[src/logic/fbm_pkg.sv]
/*
 * Package for the flash bus-mode host controller: command codes, pin bundle,
 * user request kinds and bus timing counts.
 * Assumes a 50 MHz system clock and a flash device on an asynchronous bus.
 */
package fbm_pkg;
    localparam int unsigned CLK_PERIOD_NS = 20;
    localparam int unsigned ACCESS_NS     = 150;
    localparam int unsigned WRITE_NS      = 60;
    localparam int unsigned ACCESS_CYC    = (ACCESS_NS + CLK_PERIOD_NS - 1) / CLK_PERIOD_NS;
    localparam int unsigned WRITE_CYC     = (WRITE_NS + CLK_PERIOD_NS - 1) / CLK_PERIOD_NS;
    localparam int unsigned CNT_W         = 4;

    localparam int unsigned ADDR_W = 18;
    localparam int unsigned DATA_W = 16;

    localparam logic [7:0] CMD_INVALID   = 8'h00;
    localparam logic [7:0] CMD_PROG_ALT  = 8'h10;
    localparam logic [7:0] CMD_ERASE_SET = 8'h20;
    localparam logic [7:0] CMD_PROG_SET  = 8'h40;
    localparam logic [7:0] CMD_CLR_STAT  = 8'h50;
    localparam logic [7:0] CMD_RD_STAT   = 8'h70;
    localparam logic [7:0] CMD_IDENT     = 8'h90;
    localparam logic [7:0] CMD_SUSPEND   = 8'hB0;
    localparam logic [7:0] CMD_CONFIRM   = 8'hD0;
    localparam logic [7:0] CMD_RD_ARRAY  = 8'hFF;

    localparam logic [ADDR_W-1:0] ID_MFR_ADDR = 18'h0_0000;
    localparam logic [ADDR_W-1:0] ID_DEV_ADDR = 18'h0_0001;

    localparam int unsigned SR_READY_BIT = 7;
    localparam int unsigned SR_ERASE_BIT = 5;
    localparam int unsigned SR_PROG_BIT  = 4;

    typedef enum logic [2:0] {
        REQ_READ,
        REQ_CMD,
        REQ_PROGRAM,
        REQ_ERASE,
        REQ_IDENT,
        REQ_PROBE_ID
    } fbm_req_t;

    typedef struct packed {
        logic              powerdown_reset_n;
        logic              chip_sel_n;
        logic              out_en_n;
        logic              write_n;
        logic              probe_a9;
        logic [ADDR_W-1:0] addr;
    } fbm_pins_t;
endpackage : fbm_pkg

[src/logic/fbm_host.sv]
/*
 * Host controller that drives a parallel flash through its bus pins.
 * Assumes the flash pins are synchronous to clk and the data bus is
 * resolved outside from dq_out, dq_oe and the flash drive.
 */
`timescale 1ns/1ps
module fbm_host
    import fbm_pkg::*;
(
    input  wire logic                      clk,
    input  wire logic                      rst,
    input  wire logic                      req_valid,
    output logic                           req_ready,
    input  wire fbm_pkg::fbm_req_t         req_kind,
    input  wire logic [fbm_pkg::ADDR_W-1:0] req_addr,
    input  wire logic [fbm_pkg::DATA_W-1:0] req_data,
    input  wire logic                      boot_unlock_req,
    output logic                           rsp_valid,
    output logic [fbm_pkg::DATA_W-1:0]     rsp_data,
    output fbm_pkg::fbm_pins_t             pins,
    output logic                           boot_unlock_level,
    output logic                           identifier_probe_level,
    output logic [fbm_pkg::DATA_W-1:0]     dq_out,
    output logic                           dq_oe,
    input  wire logic [fbm_pkg::DATA_W-1:0] dq_in
);
    import fbm_pkg::*;

    typedef enum logic [2:0] {
        ST_IDLE,
        ST_WRITE,
        ST_GAP,
        ST_READ,
        ST_DONE
    } fbm_state_t;

    fbm_state_t         state_q, state_d;
    logic [CNT_W-1:0]   cnt_q;
    logic [1:0]         phase_q;
    fbm_req_t           kind_q;
    logic [ADDR_W-1:0]  addr_q;
    logic [DATA_W-1:0]  data_q;
    logic [DATA_W-1:0]  rsp_q;
    logic               rsp_vq;
    logic               pd_n_q;

    // ****************************************
    // Sequence decode
    // ****************************************
    wire two_writes = (kind_q == REQ_PROGRAM) || (kind_q == REQ_ERASE);
    wire read_kind  = (kind_q == REQ_READ) || (kind_q == REQ_IDENT) || (kind_q == REQ_PROBE_ID);
    wire cnt_done   = (cnt_q == '0);
    wire [7:0] first_byte = (kind_q == REQ_PROGRAM) ? CMD_PROG_SET :
                            (kind_q == REQ_ERASE)   ? CMD_ERASE_SET :
                            (kind_q == REQ_IDENT)   ? CMD_IDENT : data_q[7:0];
    wire [7:0] second_byte = (kind_q == REQ_ERASE) ? CMD_CONFIRM : data_q[7:0];
    wire [DATA_W-1:0] wr_word = (phase_q == 2'd0) ? {8'h00, first_byte}
                              : (kind_q == REQ_PROGRAM) ? data_q : {8'h00, second_byte};
    // Identifier reads keep upper address bits low
    wire [ADDR_W-1:0] bus_addr = (kind_q == REQ_IDENT || kind_q == REQ_PROBE_ID)
                                 ? {{(ADDR_W-1){1'b0}}, addr_q[0]} : addr_q;
    wire want_more_write = two_writes && (phase_q == 2'd0);
    wire writing = (state_q == ST_WRITE);
    wire reading = (state_q == ST_READ);

    assign req_ready = (state_q == ST_IDLE);
    assign rsp_valid = rsp_vq;
    assign rsp_data  = rsp_q;

    // ****************************************
    // Pin drive
    // ****************************************
    assign pins.powerdown_reset_n = pd_n_q;
    assign pins.chip_sel_n = !(writing || reading);
    assign pins.out_en_n   = !reading;
    assign pins.write_n    = !writing;
    assign pins.probe_a9   = reading && (kind_q == REQ_PROBE_ID);
    assign pins.addr       = bus_addr;
    assign identifier_probe_level = pins.probe_a9;
    assign boot_unlock_level = boot_unlock_req && pd_n_q;
    // Host drives data only while writing, never with output enable low
    assign dq_oe  = writing;
    assign dq_out = wr_word;

    // ****************************************
    // Next state
    // ****************************************
    always_comb begin
        state_d = state_q;
        case (state_q)
            ST_IDLE:  if (req_valid && pd_n_q) state_d = (req_kind == REQ_READ || req_kind == REQ_PROBE_ID)
                                                          ? ST_READ : ST_WRITE;
            ST_WRITE: if (cnt_done) state_d = ST_GAP;
            ST_GAP:   if (want_more_write) state_d = ST_WRITE;
                      else if (read_kind) state_d = ST_READ;
                      else state_d = ST_DONE;
            ST_READ:  if (cnt_done) state_d = ST_DONE;
            ST_DONE:  state_d = ST_IDLE;
            default:  state_d = ST_IDLE;
        endcase
    end

    always_ff @(posedge clk or posedge rst) begin
        if (rst) begin
            state_q <= ST_IDLE;
            pd_n_q  <= 1'b0;
        end else begin
            state_q <= state_d;
            pd_n_q  <= 1'b1;
        end
    end

    always_ff @(posedge clk or posedge rst) begin
        if (rst) begin
            cnt_q   <= '0;
            phase_q <= 2'd0;
            kind_q  <= REQ_READ;
            addr_q  <= '0;
            data_q  <= '0;
        end else if (state_q == ST_IDLE && state_d != ST_IDLE) begin
            kind_q  <= req_kind;
            addr_q  <= req_addr;
            data_q  <= req_data;
            phase_q <= 2'd0;
            cnt_q   <= (state_d == ST_READ) ? CNT_W'(ACCESS_CYC - 1) : CNT_W'(WRITE_CYC - 1);
        end else if (state_q == ST_GAP) begin
            phase_q <= want_more_write ? 2'd1 : phase_q;
            cnt_q   <= (state_d == ST_READ) ? CNT_W'(ACCESS_CYC - 1) : CNT_W'(WRITE_CYC - 1);
        end else if (!cnt_done) begin
            cnt_q <= cnt_q - CNT_W'(1);
        end
    end

    always_ff @(posedge clk or posedge rst) begin
        if (rst) begin
            rsp_q  <= '0;
            rsp_vq <= 1'b0;
        end else begin
            rsp_vq <= (state_q == ST_DONE);
            if (reading && cnt_done) begin
                rsp_q <= dq_in;
            end
        end
    end

    // ****************************************
    // Checks
    // ****************************************
    a_no_contention: assert property (@(posedge clk) disable iff (rst) dq_oe |-> pins.out_en_n)
        else $error("Host drives data while output enable low");

    a_write_strobe_only: assert property (@(posedge clk) disable iff (rst)
        !pins.write_n |-> !pins.chip_sel_n && pins.out_en_n && dq_oe)
        else $error("Write strobe without select or data");

    a_strobe_exclusive: assert property (@(posedge clk) disable iff (rst)
        pins.out_en_n || pins.write_n)
        else $error("Output enable and write strobe low together");

    a_id_addr_low: assert property (@(posedge clk) disable iff (rst)
        (reading && kind_q == REQ_IDENT) |-> (pins.addr[ADDR_W-1:1] == '0))
        else $error("Identifier read with upper address set");

    a_ident_command: assert property (@(posedge clk) disable iff (rst)
        (writing && kind_q == REQ_IDENT) |-> (dq_out == {8'h00, CMD_IDENT}))
        else $error("Identifier sequence without identifier command");

    a_erase_confirm: assert property (@(posedge clk) disable iff (rst)
        (writing && kind_q == REQ_ERASE && phase_q == 2'd1) |-> dq_out[7:0] == CMD_CONFIRM)
        else $error("Erase second write is not confirm");

    a_cmd_upper_zero: assert property (@(posedge clk) disable iff (rst)
        (writing && (kind_q != REQ_PROGRAM || phase_q == 2'd0)) |-> (dq_out[15:8] == 8'h00))
        else $error("Command write with upper byte set");

    a_probe_read_only: assert property (@(posedge clk) disable iff (rst)
        pins.probe_a9 |-> (!pins.out_en_n && pins.write_n && !dq_oe))
        else $error("Address nine probe outside a read");

    a_powerdown_idle: assert property (@(posedge clk) disable iff (rst)
        !pins.powerdown_reset_n |-> (pins.chip_sel_n && pins.write_n && pins.out_en_n && !dq_oe))
        else $error("Bus active while powerdown low");

    a_unlock_gate: assert property (@(posedge clk) disable iff (rst)
        boot_unlock_level |-> pins.powerdown_reset_n)
        else $error("Unlock level while powerdown low");

    // ****************************************
    // Bus timing checks
    // ****************************************
    a_read_length: assert property (@(posedge clk) disable iff (rst)
        $rose(reading) |-> reading [*8] ##1 !reading)
        else $error("Read strobe length wrong");

    a_write_length: assert property (@(posedge clk) disable iff (rst)
        $rose(writing) |-> writing [*3] ##1 !writing)
        else $error("Write strobe length wrong");

    a_read_capture: assert property (@(posedge clk) disable iff (rst)
        (reading && cnt_done) |=> (rsp_data == $past(dq_in)))
        else $error("Read data not captured on last read cycle");

    a_done_answer: assert property (@(posedge clk) disable iff (rst)
        (state_q == ST_DONE) |=> rsp_valid)
        else $error("No response after sequence end");

    a_rsp_pulse: assert property (@(posedge clk) disable iff (rst)
        rsp_valid |=> !rsp_valid)
        else $error("Response valid longer than one cycle");
endmodule : fbm_host

[config.mk]
export PLATFORM = sky130hd
export DESIGN_NAME = fbm_host
export DESIGN_NICKNAME = d
export VERILOG_FILES = /design/src/logic/fbm_pkg.sv /design/src/logic/fbm_host.sv
export SDC_FILE = /design/constraint.sdc
export NUM_CORES = 1
export LEC_CHECK = 0
export BUFFER_PORTS_ARGS = -buffer_cell sky130_fd_sc_hd__buf_2
export CORE_MARGIN = 2
export CORE_UTILIZATION = 49
export DETAILED_ROUTE_END_ITERATION = 8
export HOLD_SLACK_MARGIN = 0.03
export PLACE_DENSITY = 0.82
export SYNTH_ARGS = -nofsm -noshare
export SYNTH_HDL_FRONTEND = slang
export SYNTH_SLANG_ARGS = --single-unit
[constraint.sdc]
create_clock -name clk -period 2.7 [get_ports clk]
set_clock_uncertainty 0.2 [all_clocks]
set_input_delay 0.54 -clock clk [delete_from_list [all_inputs] [get_ports clk]]
set_output_delay 0.54 -clock clk [all_outputs]
set_load 0.02 [all_outputs]
==> results.md <==
- Outcome: complete, no violations
- Clock buffer depth: 2
- Slew @ Worst Pin: between 0.5 and 0.6 ns
- Vias: between 2000 and 2500
- PortBufs: 116
- First-pass DRT Iterations: 4
- Switching Share: 39.3%
- Mapped Nets: 292
- Area grow syn2layout: 25.0%
- Post-detail-place hpwl: 4.68 mm
- FP Rows: 28
- Num ports: between 100 and 150
- Worst-Skew Late Latency: between 0.3 and 0.4 ns
- P_int: about 3 mW
- FMAX: just under 400 MHz
- Compound-Gate Fraction of Synth Area: under 10%
- Final Hold Fails: 0
- Final worst setup slack: between 0.1 and 0.15 ns
- Overall global routing resource usage: around 20%
- Share of cells above drive strength 1: 53.8%
- Worst Setup End Kind: output pin
- Pin count of the biggest net entering global routing: 39
- Flops & latches, synth: 63
- Post-synth top cells: 63 x dfrtp_1, 30 x and2_1, 25 x mux2_2
- Mux contribution to synthesized area: 22.3%
- Hold Path Depth: 2
- Die Footprint: approximately 0.0069 mm²
- Sequential power share: ~35%
- Reg2Reg Depth: 5
- FFs w/ async S/R, synth: between 90% and 100%
- Largest family of logic cells by synthesized area: multiplexers
- Reg2reg setup slack: about 0.36 ns
- LEAKAGE: between 1.5 and 2 nW
- Post-DR wirelength/cell: between 10 and 15 µm
- Slew Viols, Final: 0
- Mean Syn Cell Area: 13.1 µm²
- Clock Sinks: between 60 and 70
- Sequential share of the synthesized area: roughly half
- Yosys Warn Count: 0
- H-tree lvl count: 3
- Initial Util: around half
- Multi-input logic area: 0.00134 mm²
- CTS tree: done
- Hold Startpoint: req_addr[8]
- Design Power: roughly 4.9 mW
- Fin crit period: about 2.6 ns
- Via/cell ratio: 5.01
- Most numerous cell in the Yosys netlist: dfrtp_1
- Routed Antenna Nets: 0
- Hold crit path type: primary input to register
- Antenna Cells: 0
- Antenna violations before repair: 0
- CP Data Required Time: between 1.5 and 2 ns
- Reg2Reg Capture Point: rsp_data[14]
- Vias in the first global route: 2230
- Hold WS: 0.228 ns
- Gate Count Post-Synth: approximately 230
- Crit Path Class: register to output pin
- Die X: about 83 µm
- Seq. cell area: around 0.0016 mm²
- Final period util: 94.8%
- Origin of the worst setup path: kind_q[2]
- Final wirelength: between 6 and 7 mm
- GP Congestion: 0.764
- Reg2reg start: cnt_q[0]
- Post-synth EDFFs: 0
- Synth Area in Adders: 0.408%
- CP Max Fanout: 12
- Slew HR: roughly three fifths
- Clock share of power: roughly 16%
- Setup TNS: 0 ns
- Core area: approximately 0.006 mm²
- Final #Nets: between 400 and 500
- Pwr/cell area: about 1300 mW/mm²
- First-pass GRT wire length: around 11 mm
- RSZ-0062 raised after global routing: false
- Synth Area in XOR/XNOR: less than 1%
- Synth unique cells: 45
- DRC violations left: 0
- Startpoint Class: register
- Hold Path Sink: addr_q[8]
- WP data arrival: 1.82 ns
- Overflow after GRT: 0
- Main flop type after synthesis: dfrtp_1
- Net Sw Power: 1.94 mW
- Max IR drop VDD: between 0.6 and 0.7 mV
- Starting DRT DRC Count: just under 70
- Clock-pin slew on the worst setup and hold paths: 0.07 ns
- Fill cells: 480
- Pre-CTS setup slack: about 0.36 ns
- Leading area contributor after synthesis: dfrtp_1
- Setup violators final: 0
- Max cap viols: 0
- Post-synthesis instance area: a little over 0.003 mm²
- Gate power share: about half
- Chip height: slightly above 80 µm
- TritonCTS buffer count: 9
- Yosys top cell area share: approximately 50%
- Ranking of synthesized cells by area: dfrtp_1 51%, mux2_4 12%, mux2_2 9.2%
- Simple-gate portion of the synthesized area: approximately 14%
- Clock Tree Root: clkbuf_8
-- worst max path at each step --
stage,cells after the start,end,slack (ns)
floorplan,3,pins[18],0.25
global placement,5,rsp_data[14],0.44
detailed placement,5,rsp_data[14],0.36
CTS,4,dq_out[13],0.08
global route,4,dq_out[15],0.04
finish,4,dq_out[5],0.14
-- layout make-up --
class                   count  share of cell area [%]
multi-input cells         151                    34.8
clock buffers              12                    4.04
well taps                  75                    2.45
flip-flops and latches     63                    41.1
inverters                   7                   0.685
clock inverters             3                    1.11
repair buffers            119                    15.8
-- layer usage --
layer	up-vias	wire length [µm]	track usage (%)
met3	5	413	6.26
met2	85	3120	31.9
met5	-	0	0
met1	1030	2770	24.6
li1	1036	-	-
met4	0	53	6.26
-- power by group through the flow --
| stage | combinational, mW | clock (mW) | sequential, mW |
|---|---|---|---|
| floorplan | 1.69 | 0 | 1.78 |
| global placement | 2.32 | 0 | 1.72 |
| detailed placement | 2.38 | 0 | 1.74 |
| CTS | 2.39 | 0.832 | 1.74 |
| global route | 2.56 | 0.878 | 1.82 |
| finish | 2.38 | 0.810 | 1.74 |
-- state kept, by name (all words and copies together), names as in the netlist --
| signal | count |
|---|---|
| addr_q | 18 |
| cnt_q | 4 |
| data_q | 16 |
| kind_q | 3 |
| pd_n_q | 1 |
| phase_q | 1 |
| rsp_data | 16 |
| rsp_valid | 1 |
| state_q | 3 |
-- critical path, cell delays in order, from the launching register on --
cell and delay, ns:
dfrtp_1 0.52, or3b_2 0.54, o21ai_0 0.11, a22o_1 0.16, buf_2 0.16
-- repair_timing --
action,CTS,global route
hold endpoints to repair,17,0
buffers inserted,0,0
resized for setup,1,2
pin swaps,0,0
hold buffers,1,0
endpoints found under the setup margin,2,10
-- placed cells by master (no fill, tap or decap), types with 3 or more instances in the layout --
cell type,n
o211ai_1,3
nor2b_1,4
and2_1,30
inv_1,6
buf_2,116
mux2_2,25
o21ai_0,8
dfrtp_1,63
nor2_1,6
nor3b_1,4
mux2_4,24
mux2_1,3
xnor2_1,3
nand2_1,4
clkbuf_8,11
-- metrics by stage --
stage	instances	utilization, %	cell area, µm²
after CTS	430	63.9	3830
final	430	64.0	3840
after global placement	414	60.4	3620
after floorplan	234	-	3070
after global routing	430	64.0	3840
after detailed placement	414	60.4	3620
-- cell families (layout without fill, tap and decap cells) --
family                     count (synthesis)  count (layout)
AOI/OAI and AO/OA                         25              25
xor gates and xnor gates                   3               3
adders and majority gates                  1               1
buffers and inverters                     20             141
DFF                                       63              63
muxes                                     53              53
other                                      1               1
and+or+nand+nor                           68              68
No activity file was read; power rests on OpenSTA's default activity.
